<file path="src/verilog/scs_consts.vh">
/*
 Constants of the system clock select block: register indices,
 field positions, reset values, source and mode codes.
 Assumes inclusion by bare name from the block's design files.
*/
`ifndef SCS_CONSTS_VH
`define SCS_CONSTS_VH

// Register indices on the plain register port
`define SCS_REG_OSC_CTRL   2'h0
`define SCS_REG_OSC_TUNE   2'h1
`define SCS_REG_TMR_CTRL   2'h2
`define SCS_REG_PWR_STAT   2'h3

// Oscillator control fields
`define SCS_IDLE_BIT       7
`define SCS_FREQ_HI        6
`define SCS_FREQ_LO        4
`define SCS_PRI_STAT_BIT   3
`define SCS_INT_STAT_BIT   2
`define SCS_SEL_HI         1
`define SCS_SEL_LO         0

// Tuning and timer control fields
`define SCS_LFSRC_BIT      7
`define SCS_MULT_BIT       6
`define SCS_TUNE_HI        4
`define SCS_SECONDARY_RUN_MODE_BIT    6
`define SCS_SEC_EN_BIT     3

// Reset values
`define SCS_FREQ_RST       3'h4
`define SCS_SEL_RST        2'h0

// Clock select codes
`define SCS_SRC_PRI        2'h0
`define SCS_SRC_SEC        2'h1
`define SCS_SRC_INT        2'h2

// Internal frequency codes with special meaning
`define SCS_FREQ_8M        3'h7
`define SCS_FREQ_4M        3'h6
`define SCS_FREQ_31K       3'h0

// Primary mode configurations that use the internal block
`define SCS_CFG_INT_A      4'h9
`define SCS_CFG_INT_B      4'h8

// Power states
`define SCS_PWR_RUN        2'h0
`define SCS_PWR_IDLE       2'h1
`define SCS_PWR_SLEEP      2'h2

// Switch pause lengths in source cycles
`define SCS_OLD_CYCLES     2'h2
`define SCS_NEW_CYCLES     2'h3

`endif

</file>
<file path="src/verilog/scs_clock_select.v">
/*
 System clock select and switch: picks the device clock from the
 primary, secondary and internal sources, divides the internal
 source, pauses glitch-free on a switch, reports the active source
 and gates the oscillators but the secondary, and the RC source while the watchdog is on, by power state. Device clocks are
 one-cycle enable pulses on mclk.
 Assumes configuration inputs are static and that start-up timer
 and stability inputs come from logic on mclk.
*/
`timescale 1ns/1ps
`include "scs_consts.vh"

module scs_clock_select (
	// Clock and reset
	input  wire       mclk,
	input  wire       rst_b,
	// Register port
	input  wire [1:0] reg_addr,
	input  wire [7:0] reg_wdata,
	input  wire       reg_wr,
	input  wire       reg_rd,
	output reg  [7:0] reg_rdata,
	// Configuration
	input  wire       switchover_config,
	input  wire [3:0] primary_mode_config,
	input  wire       watchdog_enable,
	// Oscillator pins
	input  wire       primary_osc_in,
	input  wire       secondary_osc_in,
	input  wire       internal_8mhz_source_in,
	input  wire       internal_31khz_rc_source_in,
	// Source state
	input  wire       ost_expired,
	input  wire       internal_8mhz_source_stable,
	// Power events
	input  wire       sleep_exec,
	input  wire       wake_event,
	// Clock enables to the device
	output wire       cpu_clk_en,
	output wire       periph_clk_en,
	output wire       watchdog_clk_en,
	// Oscillator gating
	output reg        primary_osc_en,
	output reg        secondary_osc_en,
	output reg        internal_8mhz_source_en,
	output reg        internal_31khz_rc_source_en,
	output reg        multiplier_run,
	output reg  [1:0] power_state
);

// Switch states
localparam SW_RUN   = 2'd0;
localparam SW_DRAIN = 2'd1;
localparam SW_SYNC  = 2'd2;

reg  [1:0] system_clock_select;
reg  [2:0] internal_freq_select;
reg        idle_enable;
reg        low_freq_source_bit;
reg        multiplier_enable;
reg  [4:0] tune_value;
reg        secondary_osc_enable;
reg        primary_running_status;
reg  [1:0] active_src;
reg  [1:0] sw_state;
reg  [1:0] sw_count;
reg  [7:0] post_cnt;
wire       pri_tick;
wire       sec_tick;
wire       iosc_tick;
wire       rc_tick;
wire       int_tick;
wire       old_tick;
wire       new_tick;
wire       dev_tick;
wire       rc_direct;
wire       int_cfg;
wire       mult_ok;
wire       internal_stable_status;
wire       secondary_running_status;
wire       sel_write;
wire [1:0] wr_sel;
wire [1:0] next_sel;

////////////////////////////////////////////////////////////////////////
// Functions

// Postscaler mask: tick when the low counter bits are all ones
function [7:0] post_mask;
	input [2:0] code;
	begin
		case (code)
		3'h7:    post_mask = 8'h00; // 8 MHz direct
		3'h6:    post_mask = 8'h01;
		3'h5:    post_mask = 8'h03;
		3'h4:    post_mask = 8'h07;
		3'h3:    post_mask = 8'h0f;
		3'h2:    post_mask = 8'h1f;
		3'h1:    post_mask = 8'h3f;
		default: post_mask = 8'hff; // Divide by 256
		endcase
	end
endfunction

// Tick of a source by its select code
function src_tick;
	input [1:0] src;
	input       p;
	input       s;
	input       i;
	begin
		case (src)
		`SCS_SRC_PRI: src_tick = p;
		`SCS_SRC_SEC: src_tick = s;
		default:      src_tick = i;
		endcase
	end
endfunction

// Collapse 1x onto one internal code
function [1:0] src_code;
	input [1:0] sel;
	begin
		src_code = sel[1] ? `SCS_SRC_INT : sel;
	end
endfunction

////////////////////////////////////////////////////////////////////////
// Oscillator pin sampling

scs_edge_sync u_pri (
	.mclk     (mclk),
	.rst_b    (rst_b),
	.osc_in   (primary_osc_in),
	.osc_tick (pri_tick)
);

scs_edge_sync u_sec (
	.mclk     (mclk),
	.rst_b    (rst_b),
	.osc_in   (secondary_osc_in),
	.osc_tick (sec_tick)
);

scs_edge_sync u_iosc (
	.mclk     (mclk),
	.rst_b    (rst_b),
	.osc_in   (internal_8mhz_source_in),
	.osc_tick (iosc_tick)
);

scs_edge_sync u_rc (
	.mclk     (mclk),
	.rst_b    (rst_b),
	.osc_in   (internal_31khz_rc_source_in),
	.osc_tick (rc_tick)
);

////////////////////////////////////////////////////////////////////////
// Internal block output

// Code 000 with the low-frequency bit clear bypasses the postscaler
assign rc_direct = (internal_freq_select == `SCS_FREQ_31K) && !low_freq_source_bit;

// Mask read live, so a new code acts on the next source edge
assign int_tick = rc_direct ? rc_tick :
	(iosc_tick && ((post_cnt & post_mask(internal_freq_select)) ==
	post_mask(internal_freq_select)));

// Free-running postscaler on the 8 MHz source
always @(posedge mclk) begin
	if (!rst_b) begin
		post_cnt <= 8'h00;
	end else if (iosc_tick) begin
		post_cnt <= post_cnt + 8'h01;
	end
end

// The RC source clocks the watchdog whatever the select
assign watchdog_clk_en = rc_tick;

////////////////////////////////////////////////////////////////////////
// Register writes

// A secondary select with its oscillator off keeps the old value
assign wr_sel    = reg_wdata[`SCS_SEL_HI:`SCS_SEL_LO];
assign sel_write = reg_wr && (reg_addr == `SCS_REG_OSC_CTRL) &&
	!((wr_sel == `SCS_SRC_SEC) && !secondary_osc_enable);
assign next_sel  = sel_write ? wr_sel : system_clock_select;

always @(posedge mclk) begin
	if (!rst_b) begin
		system_clock_select  <= `SCS_SEL_RST;
		internal_freq_select <= `SCS_FREQ_RST;
		idle_enable          <= 1'b0;
		low_freq_source_bit  <= 1'b0;
		multiplier_enable    <= 1'b0;
		tune_value           <= 5'h00;
		secondary_osc_enable <= 1'b0;
	end else begin
		system_clock_select <= next_sel;
		if (reg_wr && (reg_addr == `SCS_REG_OSC_CTRL)) begin
			idle_enable          <= reg_wdata[`SCS_IDLE_BIT];
			internal_freq_select <= reg_wdata[`SCS_FREQ_HI:`SCS_FREQ_LO];
		end
		if (reg_wr && (reg_addr == `SCS_REG_OSC_TUNE)) begin
			low_freq_source_bit <= reg_wdata[`SCS_LFSRC_BIT];
			multiplier_enable   <= reg_wdata[`SCS_MULT_BIT];
			tune_value          <= reg_wdata[`SCS_TUNE_HI:0];
		end
		if (reg_wr && (reg_addr == `SCS_REG_TMR_CTRL)) begin
			secondary_osc_enable <= reg_wdata[`SCS_SEC_EN_BIT];
		end
	end
end

////////////////////////////////////////////////////////////////////////
// Glitch-free switch

// Old source is gated first, then the new one is counted in
assign old_tick = src_tick(active_src, pri_tick, sec_tick, int_tick);
assign new_tick = src_tick(src_code(system_clock_select),
	pri_tick, sec_tick, int_tick);

// Device clock runs only outside a switch, so no runt pulse escapes
assign dev_tick = (sw_state == SW_RUN) && old_tick;

// Pause: two old-source edges, then three new-source edges; the
// fourth comes from phase of the new source against the handover
always @(posedge mclk) begin
	if (!rst_b) begin
		active_src <= `SCS_SRC_PRI;
		sw_state   <= SW_RUN;
		sw_count   <= 2'h0;
	end else begin
		case (sw_state)
		SW_RUN: begin
			if (src_code(system_clock_select) != active_src) begin
				sw_state <= SW_DRAIN;
				sw_count <= 2'h0;
			end
		end
		SW_DRAIN: begin
			if (old_tick) begin
				if (sw_count == `SCS_OLD_CYCLES - 2'h1) begin
					sw_state <= SW_SYNC;
					sw_count <= 2'h0;
				end else begin
					sw_count <= sw_count + 2'h1;
				end
			end
		end
		SW_SYNC: begin
			if (new_tick) begin
				if (sw_count == `SCS_NEW_CYCLES - 2'h1) begin
					active_src <= src_code(system_clock_select);
					sw_state   <= SW_RUN;
				end else begin
					sw_count <= sw_count + 2'h1;
				end
			end
		end
		default: begin
			sw_state <= SW_RUN;
			sw_count <= 2'h0;
		end
		endcase
	end
end

////////////////////////////////////////////////////////////////////////
// Power state

// Sleep instruction goes to idle or sleep; any wake event returns
always @(posedge mclk) begin
	if (!rst_b) begin
		power_state <= `SCS_PWR_RUN;
	end else if (wake_event) begin
		power_state <= `SCS_PWR_RUN;
	end else if (sleep_exec && (power_state == `SCS_PWR_RUN)) begin
		power_state <= idle_enable ? `SCS_PWR_IDLE : `SCS_PWR_SLEEP;
	end
end

// CPU runs only in run; peripherals also in idle
assign cpu_clk_en    = dev_tick && (power_state == `SCS_PWR_RUN);
assign periph_clk_en = dev_tick && (power_state != `SCS_PWR_SLEEP);

////////////////////////////////////////////////////////////////////////
// Oscillator gating

assign int_cfg = (primary_mode_config == `SCS_CFG_INT_A) ||
	(primary_mode_config == `SCS_CFG_INT_B);
assign mult_ok = int_cfg && ((internal_freq_select == `SCS_FREQ_8M) ||
	(internal_freq_select == `SCS_FREQ_4M));

// Registered enables; outside sleep a source stays on while it is old or new, the secondary by its enable bit alone
always @(posedge mclk) begin
	if (!rst_b) begin
		primary_osc_en   <= 1'b1;
		secondary_osc_en <= 1'b0;
		internal_8mhz_source_en        <= 1'b0;
		internal_31khz_rc_source_en         <= 1'b0;
		multiplier_run   <= 1'b0;
	end else begin
		primary_osc_en <= (power_state != `SCS_PWR_SLEEP) &&
			((active_src == `SCS_SRC_PRI) ||
			(src_code(system_clock_select) == `SCS_SRC_PRI));
		// Kept on in sleep too, for the timers it clocks
		secondary_osc_en <= secondary_osc_enable;
		internal_8mhz_source_en <= (power_state != `SCS_PWR_SLEEP) && !rc_direct &&
			((active_src == `SCS_SRC_INT) ||
			(src_code(system_clock_select) == `SCS_SRC_INT) ||
			(int_cfg && (active_src == `SCS_SRC_PRI)));
		internal_31khz_rc_source_en <= watchdog_enable || ((power_state != `SCS_PWR_SLEEP) &&
			rc_direct && ((active_src == `SCS_SRC_INT) ||
			(src_code(system_clock_select) == `SCS_SRC_INT)));
		multiplier_run <= multiplier_enable && mult_ok &&
			(active_src == `SCS_SRC_PRI) &&
			(power_state != `SCS_PWR_SLEEP);
	end
end

////////////////////////////////////////////////////////////////////////
// Status

// Each status needs its own source active and no switch underway
assign internal_stable_status = internal_8mhz_source_stable && !rc_direct &&
	(active_src == `SCS_SRC_INT) && (sw_state == SW_RUN);
assign secondary_running_status = (active_src == `SCS_SRC_SEC) &&
	(sw_state == SW_RUN);

// With two-speed start-up the primary is not yet ready at reset
always @(posedge mclk) begin
	if (!rst_b) begin
		primary_running_status <= !switchover_config;
	end else begin
		primary_running_status <= ost_expired &&
			(active_src == `SCS_SRC_PRI) && (sw_state == SW_RUN);
	end
end

////////////////////////////////////////////////////////////////////////
// Register reads

// Data stand in the cycle after the strobe only; unmapped reads 0
always @(posedge mclk) begin
	if (!rst_b) begin
		reg_rdata <= 8'h00;
	end else if (reg_rd) begin
		case (reg_addr)
		`SCS_REG_OSC_CTRL:
			reg_rdata <= {idle_enable, internal_freq_select,
				primary_running_status, internal_stable_status,
				system_clock_select};
		`SCS_REG_OSC_TUNE:
			reg_rdata <= {low_freq_source_bit,
				multiplier_enable && int_cfg, 1'b0, tune_value};
		`SCS_REG_TMR_CTRL:
			reg_rdata <= {1'b0, secondary_running_status, 2'b00,
				secondary_osc_enable, 3'b000};
		`SCS_REG_PWR_STAT:
			reg_rdata <= {2'b00, active_src, 2'b00, power_state};
		default:
			reg_rdata <= 8'h00;
		endcase
	end else begin
		reg_rdata <= 8'h00;
	end
end

endmodule // scs_clock_select

</file>
<file path="src/verilog/scs_edge_sync.v">
/*
 Two-flop synchroniser and rising-edge detector for an oscillator
 pin sampled by mclk. Assumes the sampled clock runs well below
 half the mclk rate.
*/
`timescale 1ns/1ps

module scs_edge_sync (
	// Clock and reset
	input  wire mclk,
	input  wire rst_b,
	// Pin and edge pulse
	input  wire osc_in,
	output reg  osc_tick
);

reg s1;
reg s2;
reg s3;

////////////////////////////////////////////////////////////////////////
// Only s2 and s3 feed the edge compare; s1 is left to settle
always @(posedge mclk) begin
	if (!rst_b) begin
		s1       <= 1'b0;
		s2       <= 1'b0;
		s3       <= 1'b0;
		osc_tick <= 1'b0;
	end else begin
		s1       <= osc_in;
		s2       <= s1;
		s3       <= s2;
		osc_tick <= s2 & ~s3;
	end
end

endmodule // scs_edge_sync

</file>
<file path="config.mk">
export PLATFORM = sky130hd
export DESIGN_NAME = scs_clock_select
export DESIGN_NICKNAME = d
export VERILOG_FILES = /design/src/verilog/scs_clock_select.v /design/src/verilog/scs_edge_sync.v
export VERILOG_INCLUDE_DIRS = /design/src /design/src/verilog
export SDC_FILE = /design/constraint.sdc
export NUM_CORES = 1
export LEC_CHECK = 0
export BUFFER_PORTS_ARGS = -buffer_cell sky130_fd_sc_hd__clkbuf_2
export CORE_MARGIN = 3
export CORE_UTILIZATION = 50
export DETAILED_ROUTE_END_ITERATION = 7
export PLACE_DENSITY = 0.86
export SKIP_LAST_GASP = 1
export SLEW_MARGIN = 20
export SYNTH_ARGS = -nofsm -noshare
export SYNTH_HDL_FRONTEND = slang
export SYNTH_SLANG_ARGS = --single-unit
</file>
<file path="constraint.sdc">
create_clock -name mclk -period 2 [get_ports mclk]
set_clock_uncertainty 0.2 [all_clocks]
set_input_delay 0.1 -clock mclk [delete_from_list [all_inputs] [get_ports mclk]]
set_output_delay 0.1 -clock mclk [all_outputs]
set_load 0.03 [all_outputs]
</file>
After elaboration in Yosys (flattened, before gate mapping) --
Cells that the tools add are included.
Word-level totals: input bits 28, logic and storage cells 147, bits in registers 60
Cells by class: reductions and logical operators 50, equality and inequality tests 30, bitwise operators 10, muxes and demuxes 20, $add $sub $neg 2
Operators by type and width (number):
- 8-bit one-hot mux with 7 select lines | 1
- 8-bit one-hot mux with 4 select lines | 1
- 1-bit logical AND | 28
- 2-bit 2-to-1 mux | 12
- 2-bit inequality test (second input constant) | 7
- 2-bit by 1-bit == test with 1-bit output (second input constant) | 6
- 2-bit == test (second input constant) | 6
- 3-bit == test (second input constant) | 4
- 2-bit one-hot mux with 3 select lines | 2
- 2-bit zero test | 5
- 8-bit by 1-bit adder with 8-bit output (second input constant) | 1
- 8-bit AND | 1
- 4-bit == test (second input constant) | 2
- 8-bit == test | 1
- 3-bit by 2-bit == test with 1-bit output (second input constant) | 2
- 1-bit logical OR | 6
- 1-bit zero test | 5
- 1-bit inverter | 5
- 5-bit AND reduction | 1
- 1-bit AND | 4
- 1-bit one-hot mux with 2 select lines | 2
- 4-bit AND reduction | 1
- 3-bit by 1-bit == test with 1-bit output (second input constant) | 1
- 3-bit zero test | 1
- 6 further kinds | 7

Logic depth before layout (Yosys ltp) --
depth after elaboration 9, mapped depth 7, depth with buffers taken out 6

Cells and area by module --
Synthesis repeated with hierarchy kept, for this count alone.
Unflattened totals: cells, all modules 286, area, all modules 2627.5 µm²
By module, submodules not included:
- scs_clock_select | times used 1, cells each 254, sequential area each 880.8 µm², area each 2182.1 µm²
- scs_edge_sync | times used 4, cells each 8, sequential area each 80.1 µm², area each 111.4 µm²

Least setup slack after synthesis --
OpenSTA, ideal clock, no wires.
path type reg2out, start register internal_freq_select[2], end output port cpu_clk_en, data required time 1.700 ns, slack -0.338 ns, arrival time 2.038 ns, buffers on the path 1, stages on the path, launching flop included 8, path through dfxtp_1 buf_6 nor4_1 nand2_1 nand2_1 nor2_1 nor3b_1 nor3b_1
Between the ends: word-level cells in the longest chain between the ends 9, elaborated cells between the ends (all ways) 17, those cells by class eq/ne (8); mux (3); bitwise (1); reduce/logical (5)
Ends and longest elaborated chain:
- start: declaration | RTL line scs_clock_select.v:57 | reg [2:0] internal_freq_select;
- start signal: assignment | RTL line scs_clock_select.v:194 | internal_freq_select <= `SCS_FREQ_RST;
- start signal: assignment | RTL line scs_clock_select.v:204 | internal_freq_select <= reg_wdata[`SCS_FREQ_HI:`SCS_FREQ_LO];
- 3-bit by 1-bit == test with 1-bit output (tied with other cells) | RTL line scs_clock_select.v:92 | case (code)
- 8-bit one-hot mux with 7 select lines | RTL line scs_clock_select.v:92
- 8-bit AND | RTL line scs_clock_select.v:167 | (iosc_tick && ((post_cnt & post_mask(internal_freq_select)) ==
- 8-bit == test | RTL line scs_clock_select.v:167
- 1-bit logical AND | RTL line scs_clock_select.v:167
- 1-bit 2-to-1 mux * | RTL line scs_clock_select.v:166 | assign int_tick = rc_direct ? rc_tick :
- 1-bit one-hot mux with 2 select lines * | RTL line scs_clock_select.v:112 | case (src)
- 1-bit logical AND * | RTL line scs_clock_select.v:226 | assign dev_tick = (sw_state == SW_RUN) && old_tick;
- 1-bit logical AND * | RTL line scs_clock_select.v:286 | assign cpu_clk_en = dev_tick && (power_state == `SCS_PWR_RUN);
- end: declaration | RTL line scs_clock_select.v:39 | output wire cpu_clk_en,
Every way passes the cells marked *; elsewhere a longest branch is shown, timed or not.

Worst setup path after layout --
start register internal_freq_select[1], end output port cpu_clk_en
Same word-level chain as after synthesis.

==> flow_summary.ini <==
[outcome]
status = finished, violations left
violations = negative setup slack

[detailed_routing]
routed_via_density = 5.92
detail_route.wirelength_um = 8520
detail_route.wl_per_cell_um = 18.0
detail_route.drc_violations = 0
first_iter_violations = 262
routed-via-count = 2795
drtPass1Iterations = 6
route.antenna.remaining_nets = 0

[cts]
clockRootBuffer = clkbuf_8
cts_tree = built
numCtsBuffers = 9
clock_latency_ps = 360
cts.path.max_buffers = 2
h_tree_lvls = 3
clkSlewWorstSetupHoldPaths_ps = 80
tritoncts_num_sinks = 60

[critical_path]
worst_setup_path_start_kind = flip-flop
cp_top_family = simple AND/OR/NAND/NOR gates
timing.critical_path.cells = and3_4 -> o221ai_2 -> nor3_2 -> nor2_1 -> nor3b_2 -> nor3b_4 -> clkbuf_8
critical_path.endpoint_type = primary output
slowest_stage_cell_on_the_critical_path = dfxtp_4
number_of_buffer_and_inverter_stages_on_the_critical_path = 1
crit_required_ps = 1700
setup.worst_path.class = flip-flop to primary output
slowest_delay_ps = 390
crit_fanout = 6
cp_data_arrival_time_ps = 2010

[synthesis]
asyncSetResetFlopFracSynth = 0
synth_seq_area_share = 0.448
warnings_from_yosys = 0
ys_dominant_reg_cell = dfxtp_1
area_of_the_mapped_netlist_um2 = 2680
postSynthRegisterBits = 60
synth_enable_flop_cells = 0
syn_inst = 293
avgSynthCellArea_um2 = 9.15
synth_nets = 328
ys_types = 50

[timing]
timing.final.setup_violations = 8
final_period_demand_of_the_worst_path_ps = 2310
drv_slew = 0
relative_slew_margins = 0.715
transition_at_the_pin_with_the_smallest_max_transition_slack_ps = 425
timing.fmax_mhz = 433
grt_setup_unrepaired = yes
fin_crit_sh = 1.16
final.setup.tns_ps = -1230
final_hold_vio_count = 0
least_setup_slack_across_all_paths_after_layout_ps = -312

[power]
power_dens_cells_nw_per_um2 = 756
vdd_drop_max_mv = 0.613
leakage_nw = 1.59
totalPowerFinal_mw = 2.88

[cells_and_area]
final_layout_size_suffix_gt1_frac = 0.301
final_common_cell = dfxtp_1
final_util = 0.741
diodes_inserted = 0
finalNetCount = 432
fill_cell_instance_count_of_the_final_layout = 323
area_growth_syn_to_layout_pct = 42.2
final_cell_mix = dfxtp_1 (53), clkbuf_2 (40), dlygate4sd3_1 (36)
finalNonFillerCells = 472

[floorplan]
initial_core_util = 0.521
coreArea_um2 = 5140
die_h_um = 79.2
die_area_um2 = 6270
chip_width_um = 79.2
floorplan.io_pins = 46
placementRows = 26

[place]
io_buffer_count = 44
hpwlAfterDp_um = 4380
place_inst = 415
place.gp.congestion = 0.909
detailedPlace.worstSlack_ps = -157

[global_routing]
grt_pass1_vias = 2764
global_route.overflow_total = 0
grtUsageTotal = 0.277
antenna_found_initial = 0
grt_max_degree = 27
grt_first_pass_wirelength_um = 13200

[job]
cap_violations = 0

[worst_hold_path]
worst_hold_path_type = input pin to flip-flop
## cell families after synthesis
family | after synthesis | synth area share
buf+inv | 25 | 0.0411
xor+xnor | 6 | 0.0196
simple gates | 124 | 0.239
flops | 60 | 0.448
mux | 15 | 0.0574
fa+ha+maj | 7 | 0.0327
compound gates | 56 | 0.162
## worst paths after layout
| kind | slack (ps) | end | cells past startpoint | startpoint |
|---|---|---|---|---|
| setup / recovery | -310 | cpu_clk_en | 7 | internal_freq_select[1] |
| hold / removal | 20 | reg_rdata[6] | 4 | reg_addr[0] |
| setup reg to reg | -160 | sw_count[0] | 7 | internal_freq_select[0] |
| hold reg to reg | 190 | u_iosc.osc_tick | 1 | u_iosc.s3 |
## flip-flops by register name, summed over array words and instances (netlist names), 2 cells and up
register	cells
reg_rdata	8
power_state	2
tune_value	5
internal_freq_select	3
system_clock_select	2
post_cnt	8
active_src	2
sw_count	2
sw_state	2
## per-stage QoR
step / hold WS [ps] / area (um^2)
2_1_floorplan: 0.353 / 2710
3_3_place_gp: 97.2 / 3120
3_5_place_dp: 110 / 3120
4_1_cts: 2.69 / 3740
5_1_grt: 59.4 / 3810
6_report: 21.1 / 3810
## power breakdown
part / internal (mW) / switching [mW]
Sequential: 1.24 / 0.0347
Combinational: 0.245 / 0.261
Clock: 0.605 / 0.499
## cells in the mapped netlist (2+ instances only)
cell / number / area share
nor4_1: 2 / 0.0047
and3_1: 2 / 0.0047
nand2_1: 30 / 0.042
mux2i_1: 12 / 0.045
nor3b_1: 3 / 0.0084
o21ai_0: 9 / 0.017
o21a_1: 2 / 0.0056
inv_1: 9 / 0.013
a31oi_1: 5 / 0.012
nand2b_1: 2 / 0.0047
ha_1: 7 / 0.033
mux2_2: 3 / 0.013
nor2_1: 22 / 0.031
dfxtp_1: 60 / 0.45
nor2b_1: 14 / 0.033
o211ai_1: 2 / 0.0056
a21boi_0: 11 / 0.031
a211oi_1: 2 / 0.0056
xnor2_1: 4 / 0.013
buf_6: 2 / 0.0084
and2_1: 20 / 0.047
nand4_1: 4 / 0.0093
a21oi_1: 7 / 0.013
a22oi_1: 3 / 0.0084
o2111ai_1: 3 / 0.0098
clkbuf_1: 12 / 0.017
nand3_1: 12 / 0.022
xor2_1: 2 / 0.0065
nor3_1: 5 / 0.0093
or3_1: 2 / 0.0047
## timing repair
action                                  in CTS  in global routing
pin swaps                                    4                  8
setup buffers                                3                  2
endpoints found under the setup margin       6                 11
endpoints found under the hold margin       33                  3
resized for setup                           13                 21
hold buffers                                36                  1
## worst register-to-register path, delay by kind of cell, from the launching register on
family          cells  cell delay (ps)
simple gates        2              770
flops               1              370
buf+inv             1              150
compound gates      3              430
mux                 1              120
## routing by layer
layer,global-route usage,share of wire,up-vias
met4,0.175,0.068,0
met1,0.293,0.36,1273
met3,0.109,0.092,77
met5,0,0,-
li1,-,-,1223
met2,0.460,0.48,222
## area by class of cell
type / count / area [um^2] / area share
Clock buffer: 10 / 138 / 0.0361
Inverter: 9 / 33.8 / 0.00886
Clock inverter: 6 / 63.8 / 0.0167
Timing Repair Buffer: 109 / 820 / 0.215
Multi-Input combinational cell: 208 / 1450 / 0.381
Tap cell: 70 / 87.6 / 0.0230
Sequential cell: 60 / 1210 / 0.319
(Power assumes the default switching activity.)
